## config.mk

```make
export PLATFORM = sky130hd
export DESIGN_NAME = dcwd_top
export DESIGN_NICKNAME = d
export VERILOG_FILES = /design/src/rtl/dcwd_pkg.sv /design/src/rtl/dcwd_cw_if.sv /design/src/rtl/dcwd_top.sv /design/src/rtl/dcwd_state_decoder.sv /design/src/rtl/dcwd_mode_decoder.sv
export SDC_FILE = /design/constraint.sdc
export NUM_CORES = 1
export LEC_CHECK = 0
export BUFFER_PORTS_ARGS = -buffer_cell sky130_fd_sc_hd__buf_2
export CELL_PAD_IN_SITES_DETAIL_PLACEMENT = 0
export CELL_PAD_IN_SITES_GLOBAL_PLACEMENT = 1
export CORE_MARGIN = 5
export CORE_UTILIZATION = 37
export CTS_CLUSTER_SIZE = 25
export DETAILED_ROUTE_END_ITERATION = 8
export GPL_TIMING_DRIVEN = 0
export PLACE_DENSITY = 0.9
export SETUP_SLACK_MARGIN = 0.1
export SLEW_MARGIN = 5
export SYNTH_ARGS = -nofsm -noshare
export SYNTH_HDL_FRONTEND = slang
export SYNTH_SLANG_ARGS = --single-unit
export TNS_END_PERCENT = 100
```

## constraint.sdc

```tcl
create_clock -name i_clk -period 2.45 [get_ports i_clk]
set_input_delay 0.245 -clock i_clk [delete_from_list [all_inputs] [get_ports i_clk]]
set_output_delay 0.245 -clock i_clk [all_outputs]
set_load 0.01 [all_outputs]
```

## src/rtl/dcwd_pkg.sv

```systemverilog
// constants and types shared by the drive control word decoder
package dcwd_pkg;
  // object dictionary indices
  localparam logic [15:0] IDX_DRIVE_CONTROL_WORD = 16'h6040;
  localparam logic [15:0] CW_RESET = 16'h0000;
  // control word bit positions
  localparam int BIT_SWITCH_ON = 0;
  localparam int BIT_ENABLE_VOLTAGE = 1;
  localparam int BIT_QUICK_STOP = 2;
  localparam int BIT_ENABLE_OPERATION = 3;
  localparam int BIT_MODE_START = 4;
  localparam int BIT_MODE_IMMEDIATE = 5;
  localparam int BIT_MODE_RELATIVE = 6;
  localparam int BIT_FAULT_RESET = 7;
  localparam int BIT_HALT = 8;
  localparam int BIT_MODE_SPECIFIC9 = 9;
  localparam int BIT_TORQUE_LIMIT_POS = 11;
  localparam int BIT_TORQUE_LIMIT_NEG = 12;
  // bits that carry a meaning in some mode; all others are ignored
  localparam logic [15:0] CW_USED_MASK = 16'h1BFF;
  // whole-word value that asks for servo on
  localparam logic [15:0] CW_SERVO_ON_VALUE = 16'h0007;
  // abort codes
  localparam logic [31:0] ABORT_NO_MODE = 32'h0800_0022;
  localparam logic [31:0] ABORT_NO_OBJECT = 32'h0602_0000;
  localparam logic [31:0] ABORT_NONE = 32'h0000_0000;
  // operating mode codes
  localparam logic [7:0] MODE_NONE = 8'h00;
  localparam logic [7:0] MODE_PROFILE_POSITION = 8'h01;
  localparam logic [7:0] MODE_PROFILE_VELOCITY = 8'h03;
  localparam logic [7:0] MODE_PROFILE_TORQUE = 8'h04;
  localparam logic [7:0] MODE_HOMING = 8'h06;
  localparam logic [7:0] MODE_INTERPOLATED = 8'h07;
  localparam int HALT_OPTION_W = 3;
  localparam logic [HALT_OPTION_W-1:0] HALT_OPTION_RESET = 3'h0;

  typedef enum logic [2:0] {
    DCWD_CMD_NONE = 3'b000,
    DCWD_CMD_SHUTDOWN = 3'b001,
    DCWD_CMD_SWITCH_ON = 3'b010,
    DCWD_CMD_ENABLE_OP = 3'b011,
    DCWD_CMD_DISABLE_VOLT = 3'b100,
    DCWD_CMD_QUICK_STOP = 3'b101
  } dcwd_cmd_t;

  typedef enum logic [2:0] {
    DCWD_MODE_UNSUPPORTED = 3'b000,
    DCWD_MODE_PP = 3'b001,
    DCWD_MODE_HM = 3'b010,
    DCWD_MODE_IP = 3'b011,
    DCWD_MODE_HALT_ONLY = 3'b100
  } dcwd_mode_t;
endpackage : dcwd_pkg

```

## src/rtl/dcwd_cw_if.sv

```systemverilog
// carries the held control word and its update event to the decoders
interface dcwd_cw_if;
  import dcwd_pkg::*;
  logic [15:0] cw;
  logic [15:0] prev_cw;
  logic update;
  dcwd_mode_t mode;
  modport owner (output cw, output prev_cw, output update, output mode);
  modport dec (input cw, input prev_cw, input update, input mode);
endinterface : dcwd_cw_if

```

## src/rtl/dcwd_top.sv

```systemverilog
// drive control word register and command decoder
// Operation
// - hold 16-bit control word, reset zero
// - shutdown 110, switch on 0111
// - 1111 gives enable operation
// - disable voltage, quick stop, fault reset edge
// - value 7 without mode aborts write
// - bits 11, 12 enable torque limits
// - bit4 edge waits for target reached
// - with bit5 set start immediately
// - bit 9 set is not supported
// - bit6 picks absolute or relative target
// - profile position halt stops axis
// - homing runs with bit4, halt clear
// - interpolation starts on rise, stops fall
// - interpolation halt gates bit4 instruction
// - halt-only mode uses bit 8 only
// - halt stops axis by halt option
// - set-point acknowledge clears when processed
module dcwd_top
  import dcwd_pkg::*;
(
  input wire logic i_clk,
  input wire logic i_nrst,
  input wire logic i_od_wr,
  input wire logic i_od_rd,
  input wire logic [15:0] i_od_index,
  input wire logic [15:0] i_od_wdata,
  input wire logic [7:0] i_op_mode,
  input wire logic [HALT_OPTION_W-1:0] i_halt_option,
  input wire logic i_target_reached,
  input wire logic i_setpoint_processed,
  output logic o_od_done,
  output logic o_od_abort,
  output logic [31:0] o_od_abort_code,
  output logic [15:0] o_od_rdata,
  output dcwd_cmd_t o_drive_cmd,
  output logic o_fault_reset,
  output logic o_pos_start,
  output logic o_pos_relative,
  output logic o_setpoint_ack,
  output logic o_bit9_unsupported,
  output logic o_homing_run,
  output logic o_interp_run,
  output logic o_halt,
  output logic [HALT_OPTION_W-1:0] o_halt_method,
  output logic o_torque_limit_pos,
  output logic o_torque_limit_neg
);
  dcwd_cw_if cwb ();

  logic [15:0] cw;
  logic [15:0] prev_cw;
  logic update;
  logic pos_pending;

  dcwd_mode_t mode;
  dcwd_cmd_t dec_cmd;
  logic dec_fault_reset;
  logic dec_rise;
  logic dec_fall;
  logic dec_immediate;
  logic dec_relative;
  logic dec_halt;
  logic dec_bit9;
  logic dec_homing;

  // mode code to internal class
  always_comb begin
    case (i_op_mode)
      MODE_PROFILE_POSITION: mode = DCWD_MODE_PP;
      MODE_HOMING: mode = DCWD_MODE_HM;
      MODE_INTERPOLATED: mode = DCWD_MODE_IP;
      MODE_PROFILE_VELOCITY: mode = DCWD_MODE_HALT_ONLY;
      MODE_PROFILE_TORQUE: mode = DCWD_MODE_HALT_ONLY;
      default: mode = DCWD_MODE_UNSUPPORTED;
    endcase
  end

  assign cwb.cw = cw;
  assign cwb.prev_cw = prev_cw;
  assign cwb.update = update;
  assign cwb.mode = mode;

  dcwd_state_decoder u_state (
    .cwb(cwb),
    .o_cmd(dec_cmd),
    .o_fault_reset(dec_fault_reset)
  );

  dcwd_mode_decoder u_mode (
    .cwb(cwb),
    .o_start_rise(dec_rise),
    .o_start_fall(dec_fall),
    .o_immediate(dec_immediate),
    .o_relative(dec_relative),
    .o_halt(dec_halt),
    .o_bit9_unsupported(dec_bit9),
    .o_homing_run(dec_homing)
  );

  // access decode
  wire hit = (i_od_index == IDX_DRIVE_CONTROL_WORD);
  wire access = i_od_wr | i_od_rd;
  // servo on needs a supported mode
  wire no_mode_reject = i_od_wr & hit & (i_od_wdata == CW_SERVO_ON_VALUE) &
                        (mode == DCWD_MODE_UNSUPPORTED);
  wire accept_wr = i_od_wr & hit & ~no_mode_reject;
  wire next_abort = access & (~hit | no_mode_reject);
  wire [31:0] next_abort_code = ~access ? ABORT_NONE :
                                ~hit ? ABORT_NO_OBJECT :
                                no_mode_reject ? ABORT_NO_MODE : ABORT_NONE;

  // profile position start conditions
  wire is_pp = (mode == DCWD_MODE_PP);
  wire is_ip = (mode == DCWD_MODE_IP);
  // bit 9 set blocks new set-points
  wire pp_edge = is_pp & dec_rise & ~dec_bit9;
  wire start_now_imm = pp_edge & dec_immediate;
  wire start_now_wait = pp_edge & ~dec_immediate & i_target_reached;
  wire queue_wait = pp_edge & ~dec_immediate & ~i_target_reached;
  wire release_pending = pos_pending & i_target_reached & is_pp;
  wire next_pos_start = start_now_imm | start_now_wait | release_pending;
  wire next_pending = is_pp & (queue_wait | (pos_pending & ~release_pending));
  // ack clears once processed, a new start wins
  wire next_ack = next_pos_start | next_pending |
                  (o_setpoint_ack & is_pp & ~i_setpoint_processed);

  // halt clear lets bit 4 act
  wire ip_on = is_ip & dec_rise & ~dec_halt;
  wire ip_off = dec_fall | ~is_ip;
  wire next_interp = ip_on | (o_interp_run & ~ip_off);

  // control word register
  always_ff @(posedge i_clk or negedge i_nrst) begin
    if (!i_nrst) begin
      cw <= CW_RESET;
      prev_cw <= CW_RESET;
      update <= 1'b0;
    end else begin
      update <= accept_wr;
      if (accept_wr) begin
        prev_cw <= cw;
        cw <= i_od_wdata;
      end
    end
  end

  // access answer
  always_ff @(posedge i_clk or negedge i_nrst) begin
    if (!i_nrst) begin
      o_od_done <= 1'b0;
      o_od_abort <= 1'b0;
      o_od_abort_code <= ABORT_NONE;
      o_od_rdata <= CW_RESET;
    end else begin
      o_od_done <= access;
      o_od_abort <= next_abort;
      o_od_abort_code <= next_abort_code;
      o_od_rdata <= (i_od_rd & hit) ? cw : CW_RESET;
    end
  end

  // drive-state command outputs
  always_ff @(posedge i_clk or negedge i_nrst) begin
    if (!i_nrst) begin
      o_drive_cmd <= DCWD_CMD_NONE;
      o_fault_reset <= 1'b0;
    end else begin
      o_drive_cmd <= dec_cmd;
      o_fault_reset <= dec_fault_reset;
    end
  end

  // positioning
  always_ff @(posedge i_clk or negedge i_nrst) begin
    if (!i_nrst) begin
      o_pos_start <= 1'b0;
      pos_pending <= 1'b0;
      o_setpoint_ack <= 1'b0;
      o_pos_relative <= 1'b0;
      o_bit9_unsupported <= 1'b0;
    end else begin
      o_pos_start <= next_pos_start;
      pos_pending <= next_pending;
      o_setpoint_ack <= next_ack;
      o_pos_relative <= dec_relative;
      o_bit9_unsupported <= dec_bit9;
    end
  end

  // homing, interpolation, halt and torque limits
  always_ff @(posedge i_clk or negedge i_nrst) begin
    if (!i_nrst) begin
      o_homing_run <= 1'b0;
      o_interp_run <= 1'b0;
      o_halt <= 1'b0;
      o_halt_method <= HALT_OPTION_RESET;
      o_torque_limit_pos <= 1'b0;
      o_torque_limit_neg <= 1'b0;
    end else begin
      o_homing_run <= dec_homing;
      o_interp_run <= next_interp;
      o_halt <= dec_halt;
      o_halt_method <= i_halt_option;
      o_torque_limit_pos <= cw[BIT_TORQUE_LIMIT_POS];
      o_torque_limit_neg <= cw[BIT_TORQUE_LIMIT_NEG];
    end
  end
endmodule : dcwd_top

```

## src/rtl/dcwd_state_decoder.sv

```systemverilog
// decodes the drive-state command bits of the control word
module dcwd_state_decoder
  import dcwd_pkg::*;
(
  dcwd_cw_if.dec cwb,
  output dcwd_cmd_t o_cmd,
  output logic o_fault_reset
);
  wire fr_level = cwb.cw[BIT_FAULT_RESET];
  wire ev = cwb.cw[BIT_ENABLE_VOLTAGE];
  wire qs = cwb.cw[BIT_QUICK_STOP];
  wire so = cwb.cw[BIT_SWITCH_ON];
  wire eo = cwb.cw[BIT_ENABLE_OPERATION];

  always_comb begin
    o_cmd = DCWD_CMD_NONE;
    if (!fr_level) begin
      if (!ev) begin
        o_cmd = DCWD_CMD_DISABLE_VOLT;
      end else if (!qs) begin
        o_cmd = DCWD_CMD_QUICK_STOP;
      end else if (!so) begin
        o_cmd = DCWD_CMD_SHUTDOWN;
      end else if (!eo) begin
        o_cmd = DCWD_CMD_SWITCH_ON;
      end else begin
        o_cmd = DCWD_CMD_ENABLE_OP;
      end
    end
  end

  assign o_fault_reset = cwb.update & fr_level & ~cwb.prev_cw[BIT_FAULT_RESET];
endmodule : dcwd_state_decoder

```

## src/rtl/dcwd_mode_decoder.sv

```systemverilog
// interprets the mode-specific bits 4-6, 8 and 9
module dcwd_mode_decoder
  import dcwd_pkg::*;
(
  dcwd_cw_if.dec cwb,
  output logic o_start_rise,
  output logic o_start_fall,
  output logic o_immediate,
  output logic o_relative,
  output logic o_halt,
  output logic o_bit9_unsupported,
  output logic o_homing_run
);
  wire b4 = cwb.cw[BIT_MODE_START];
  wire b4_prev = cwb.prev_cw[BIT_MODE_START];
  wire is_pp = (cwb.mode == DCWD_MODE_PP);
  wire is_hm = (cwb.mode == DCWD_MODE_HM);
  wire is_ip = (cwb.mode == DCWD_MODE_IP);
  wire supported = (cwb.mode != DCWD_MODE_UNSUPPORTED);

  assign o_halt = supported & cwb.cw[BIT_HALT];
  assign o_bit9_unsupported = cwb.cw[BIT_MODE_SPECIFIC9];
  assign o_start_rise = cwb.update & b4 & ~b4_prev & (is_pp | is_ip);
  assign o_start_fall = cwb.update & ~b4 & b4_prev & is_ip;
  assign o_immediate = is_pp & cwb.cw[BIT_MODE_IMMEDIATE];
  assign o_relative = is_pp & cwb.cw[BIT_MODE_RELATIVE];
  // homing runs while bit 4 set and no halt
  assign o_homing_run = is_hm & b4 & ~cwb.cw[BIT_HALT];
endmodule : dcwd_mode_decoder

```

==> results of run 1 <==
-- how the worst max path moves through the flow --
stage	end	slack [ns]
5_1_grt	cw[9]$_DFFE_PN0P_	0.62
3_5_place_dp	cw[13]$_DFFE_PN0P_	0.33
6_report	cw[9]$_DFFE_PN0P_	0.69
3_3_place_gp	cw[14]$_DFFE_PN0P_	0.32
2_1_floorplan	cw[10]$_DFFE_PN0P_	0.75
4_1_cts	cw[9]$_DFFE_PN0P_	0.67
-- routing by layer --
metal,track usage [%],wire (um),vias up
met5,0,0,-
met4,5.955,108,0
met3,4.257,466,7
met2,21.34,2549,71
met1,14.75,1973,760
li1,-,-,808
-- critical path, stage by stage --
cell and delay, ns:
buf_2 0.11, nor4_1 0.38, nand4_1 0.24, o2111ai_4 0.43
buf_6 0.24, mux2_4 0.31
-- logic make-up after synthesis --
group	synth area share, %
other	0.1587
AO/OA/AOI/OAI	3.602
flip-flops	59.32
multiplexers	9.534
buffers and inverters	10.96
AND/OR/NAND/NOR	16.42
-- cell type report --
type                    instances  area share [%]
multi-input cells             114           25.23
well taps                      77           3.054
flip-flops and latches         56           44.43
inverters                       3          0.3570
clock buffers                   5           2.182
clock inverters                 3           2.856
plain buffers                  34           7.854
repair buffers                 88           14.04
-- synth_stat cells --
| cell | n |
|---|---|
| a21oi_1 | 5 |
| a2bb2oi_1 | 2 |
| and2_1 | 1 |
| and3_1 | 18 |
| and3b_1 | 1 |
| and4_1 | 1 |
| buf_4 | 30 |
| buf_6 | 1 |
| clkbuf_1 | 3 |
| conb_1 | 1 |
| dfrtp_1 | 56 |
| inv_1 | 3 |
| mux2_2 | 8 |
| mux2_4 | 9 |
| nand2_1 | 6 |
| nand2b_1 | 1 |
| nand3_1 | 1 |
| nand4_1 | 1 |
| nor2_1 | 8 |
| nor2b_1 | 5 |
| nor3_1 | 5 |
| nor3b_1 | 1 |
| nor4_1 | 3 |
| nor4_2 | 2 |
| nor4b_1 | 2 |
| nor4b_4 | 1 |
| nor4bb_1 | 2 |
| o2111a_1 | 1 |
| o2111ai_4 | 1 |
| o21ai_0 | 1 |
| or2_2 | 2 |
-- metrics by stage --
step | hold WS [ns] | util [%] | area [um2] | setup WS [ns] | power [mW]
after floorplan | -0.05059 | - | 2456 | 0.7540 | 1.018
after global placement | 0.3554 | 47.68 | 2993 | 0.3237 | 1.090
after detailed placement | 0.3560 | 47.68 | 2993 | 0.3316 | 1.093
after CTS | 0.02099 | 50.21 | 3152 | 0.6719 | 1.895
after global routing | 0.01437 | 50.25 | 3154 | 0.6163 | 1.949
final | -0.04565 | 50.25 | 3154 | 0.6922 | 1.876
-- registers in the layout (all words and copies together), names as in the netlist, 2 cells and up --
name             count
o_od_rdata          16
o_drive_cmd          3
cw                  16
cwb.prev_cw          2
o_halt_method        3
o_od_abort_code      2
-- cells in the final DEF, fill, tap and decap left out --
cell	count
a21oi_1	5
nor4_2	2
a2bb2oi_1	2
nor3b_1	1
nor4b_4	1
nand2_1	6
buf_2	87
bufinv_16	3
o21ai_0	1
clkbuf_1	3
or2_2	2
nand2b_1	1
and2_1	1
dfrtp_1	56
nor4b_1	2
buf_4	31
mux2_2	8
nor3_1	5
nor2b_1	5
nor4bb_1	2
nand3_1	1
and3_1	18
o2111ai_4	1
buf_6	1
nand4_1	1
clkbuf_8	5
and3b_1	1
nor2_1	8
and4_1	1
mux2_4	9
nor4_1	3
inv_1	3
conb_1	26
o2111a_1	1
-- report_power, final --
group / internal (mW) / switching [mW] / total, mW
registers: 0.928 / 0.00136 / 0.930
clock network: 0.510 / 0.291 / 0.801
logic: 0.0699 / 0.0746 / 0.144
==> results.py, run 1 <==
metrics = {
    "timing": {
        "period_share_pct": 71.75,
        "slew_headroom_pct": 55.74,
        "worst_pin_slew_ns": 0.6640,
        "clock.fmax_ghz": 0.5689,
        "final.setup.tns_ns": 0,
        "finalMaxSlewViolations": 0,
        "hold_ws_ns": -0.04565,
        "min_period_ns": 1.758,
        "setup_violations": 0,
        "rsz0062_at_grt": "false",
        "hold_viol": 56,
        "skew_ns": 0.007126,
    },
    "die": {
        "row_count": 29,
        "start_util_pct": 37.63,
        "num_io_pins": 115,
        "dieArea_mm2": 0.008083,
        "die_h_um": 89.91,
        "fp.coreArea_mm2": 0.006277,
        "fp.dieW_um": 89.91,
    },
    "setup_path": {
        "cp_max_fo": 10,
        "required_ns": 2.65,
        "worstSetupEndpointType": "register",
        "r2r_cells": 4,
        "crit_start": "i_od_wdata[5]",
        "worstSetupPathType": "in2reg",
        "arrival_ns": 1.95,
        "critPathLaunchType": "input pin",
        "timing.rr.start": "cwb.prev_cw[4]$_DFFE_PN0P_",
        "r2r_setup_slack_ns": 1.12,
        "regToRegEndpoint": "o_pos_start$_DFF_PN0_",
    },
    "layout": {
        "regArea_mm2": 0.001401,
        "diodes": 0,
        "nets": 351,
        "multi_input_area_um2": 795.8,
        "area_delta_synth_final_pct": 33.53,
        "fillCellCount": 587,
        "drive_gt1_share_pct": 49.50,
        "finalNonFillerCells": 380,
    },
    "clocking": {
        "cts.sinks": 56,
        "numCtsBuffers": 5,
        "cts_tree": "built",
        "clk_path_buf_depth": 2,
        "clkTransAtPathRegs_ns": 0.10,
        "cts_resized": 0,
        "clock_latency_ns": 0.31,
        "postCtsSetupBuffers": 0,
        "postCtsHoldBufs": 0,
        "cts-root-buf": "clkbuf_8",
        "htree_levels": 2,
    },
    "power_and_ir_drop": {
        "vdd_drop_max_mv": 0.4015,
        "p_leak_nw": 1.819,
        "powerDensity_mw_per_mm2": 594.7,
    },
    "run_status": {
        "failed_checks": "hold timing",
        "status": "complete, but fails checks",
    },
    "yosys": {
        "seq_area_frac_synth_pct": 59.32,
        "yosysTopAreaCell": "dfrtp_1",
        "ys_seq_elements": 56,
        "yosysWarnings": 0,
        "synth_area_leaders": "dfrtp_1 (59%), buf_4 (9.5%), mux2_4 (5.7%)",
        "ys_types": 31,
        "synth_top_area_share_pct": 59.32,
        "netlist_instances": 182,
        "syn-cell-area_mm2": 0.002362,
        "avgSynthCellArea_um2": 12.98,
    },
    "placement": {
        "dp.cells": 372,
        "portBuffers": 88,
        "hpwl_um": 4061,
        "gp_congestion": 0.7718,
    },
    "global_routing": {
        "antenna_found_initial": 0,
        "overflow": 0,
        "grt_start_max_net_pins": 57,
        "grt_util_all_layers_pct": 12.78,
        "grt_pass1_wl_um": 8307,
        "first_global_vias": 1741,
    },
    "detailed_routing": {
        "dr.pass1.iters": 4,
        "drtAntennaViolNets": 0,
        "drt_iter0_drc": 40,
        "vias": 1646,
        "drc_errors": 0,
        "routed_wl_um": 5097,
        "avgRoutedWirePerCell_um": 13.41,
        "vias_per_cell": 4.332,
    },
    "worst_hold_path": {
        "hp-class": "in2async",
    },
    "flow_run": {
        "cap_violations": 0,
    },
}
Power figures use the tool's default switching activity.
==> run 2, diff against run 1 <==
Settings changed: CORE_UTILIZATION 37 to 31, PLACE_DENSITY 0.9 to 0.81.
Clock period 2.45 ns to 1.4 ns, I/O delays scaled along.
==> results.py, run 2 (synthesis gave the netlist of run 1 again) <==
metrics = {
    "timing": {
        "setup_violations": 0,
        "rsz0062_at_grt": "true",
        "min_period_ns": 1.363,
        "period_share_pct": 97.34,
        "clock.fmax_ghz": 0.7338,
        "worst_pin_slew_ns": 0.6857,
        "finalMaxSlewViolations": 0,
        "hold_viol": 0,
        "slew_headroom_pct": 54.28,
        "skew_ns": 0.006830,
    },
    "setup_path": {
        "r2r_setup_slack_ns": 0.23,
        "cp_max_fo": 10,
        "worstSetupPathType": "in2reg",
        "required_ns": 1.59,
        "critPathLaunchType": "input pin",
        "worstSetupEndpointType": "register",
        "arrival_ns": 1.56,
    },
    "layout": {
        "area_delta_synth_final_pct": 42.64,
        "top_regs": "cw x16, o_od_rdata x16",
        "final_cell_mix": "buf_2 (84), dfrtp_1 (56), buf_4 (34), conb_1 (26), and3_1 (18)",
        "final_common_cell": "buf_2",
        "finalNonFillerCells": 411,
        "diodes": 0,
        "drive_gt1_share_pct": 52.24,
        "fillCellCount": 687,
        "fin_util_pct": 45.96,
        "nets": 360,
    },
    "detailed_routing": {
        "avgRoutedWirePerCell_um": 13.07,
        "dr.pass1.iters": 4,
        "drtAntennaViolNets": 0,
        "routed_wl_um": 5371,
        "drt_iter0_drc": 47,
        "drc_errors": 0,
        "vias": 1716,
        "vias_per_cell": 4.175,
    },
    "clocking": {
        "htree_levels": 2,
        "cts-root-buf": "clkbuf_8",
        "clock_latency_ns": 0.31,
        "clkTransAtPathRegs_ns": 0.09,
        "cts_tree": "built",
        "numCtsBuffers": 5,
        "cts.sinks": 56,
        "clk_path_buf_depth": 2,
    },
    "global_routing": {
        "grt_util_all_layers_pct": 11.42,
        "first_global_vias": 1768,
        "antenna_found_initial": 0,
        "overflow": 0,
        "grt_pass1_wl_um": 8769,
        "grt_start_max_net_pins": 57,
    },
    "power_and_ir_drop": {
        "vdd_drop_max_mv": 0.5105,
        "powerDensity_mw_per_mm2": 903.0,
        "p_leak_nw": 1.896,
    },
    "placement": {
        "hpwl_um": 4111,
        "dp.cells": 394,
        "gp_congestion": 0.7896,
        "portBuffers": 88,
    },
    "worst_hold_path": {
        "hp-class": "in2reg",
    },
    "die": {
        "row_count": 31,
        "die_h_um": 97.30,
        "fp.dieW_um": 97.30,
        "dieArea_mm2": 0.009466,
        "start_util_pct": 32.22,
        "num_io_pins": 115,
        "fp.coreArea_mm2": 0.007331,
    },
    "run_status": {
        "status": "finished, final reports clean",
    },
    "flow_run": {
        "cap_violations": 0,
    },
}
[run 2: per-layer routing]
layer  routed length [um]  vias to the layer above  track usage, %
li1                     -                      829               -
met1                 2183                      810           13.71
met2                 2686                       71           19.59
met3                  441                        6           4.020
met4                   60                        0           2.875
met5                    0                        -               0
[run 2: power by group]
group	switching [mW]	internal [mW]	total [mW]	leakage, nW
clock	0.489	0.631	1.12	0.0645
combinational	0.149	0.146	0.295	1.08
sequential	0.00274	1.62	1.63	0.749
total	0.641	2.40	3.04	1.90
[run 2: repair_timing]
| item | in CTS | in global routing |
|---|---|---|
| hold buffers | 4 | 1 |
| setup endpoints to repair | 24 | 30 |
| buffers inserted | 4 | 0 |
| pin swaps | 2 | 3 |
| resized for setup | 18 | 7 |
| endpoints found under the hold margin | 4 | 56 |
[run 2: final timing paths]
kind | start | end | cells after the start
worst max-delay path | i_od_wdata[5] | cw[15]$_DFFE_PN0P_ | 6
worst max register to register | cwb.prev_cw[4]$_DFFE_PN0P_ | pos_pending$_DFF_PN0_ | 4
worst min register to register | cw[11]$_DFFE_PN0P_ | o_torque_limit_pos$_DFF_PN0_ | 0
worst min-delay path | i_od_wdata[13] | cw[13]$_DFFE_PN0P_ | 2
min in group asynchronous | i_nrst | o_torque_limit_neg$_DFF_PN0_ | 2
max in group asynchronous | i_nrst | o_pos_start$_DFF_PN0_ | 2
[run 2: metrics by stage]
step | hold slack, ns | instance area, um2 | power, mW | setup TNS [ns] | setup slack (ns)
after global placement | 0.2491 | 3035 | 1.915 | -13.31 | -0.6300
after global routing | 0.05570 | 3369 | 3.176 | -0.8473 | -0.06913
after CTS | 0.06641 | 3319 | 3.064 | 0 | 0.02070
after detailed placement | 0.2500 | 3035 | 1.918 | -13.98 | -0.6481
final | 0.07492 | 3369 | 3.043 | 0 | 0.03719
after floorplan | -0.1556 | 2471 | 1.782 | -1.384 | -0.1506
[run 2: cell type report]
class	count	area [um2]	area share [%]
buffer	34	254.0	7.538
clock buffer	7	96.34	2.859
clock inverter	1	30.03	0.8912
inverter	3	11.26	0.3342
multi-input combinational	114	907.1	26.92
sequential	56	1401	41.59
tap	99	123.9	3.676
timing repair buffer	97	545.5	16.19
[run 2: critical path, cell delays in order]
cell and delay (ns):
buf_2 0.12, nor4_4 0.28, nand4_1 0.20, o2111ai_4 0.30, buf_8 0.20, mux2_4 0.31
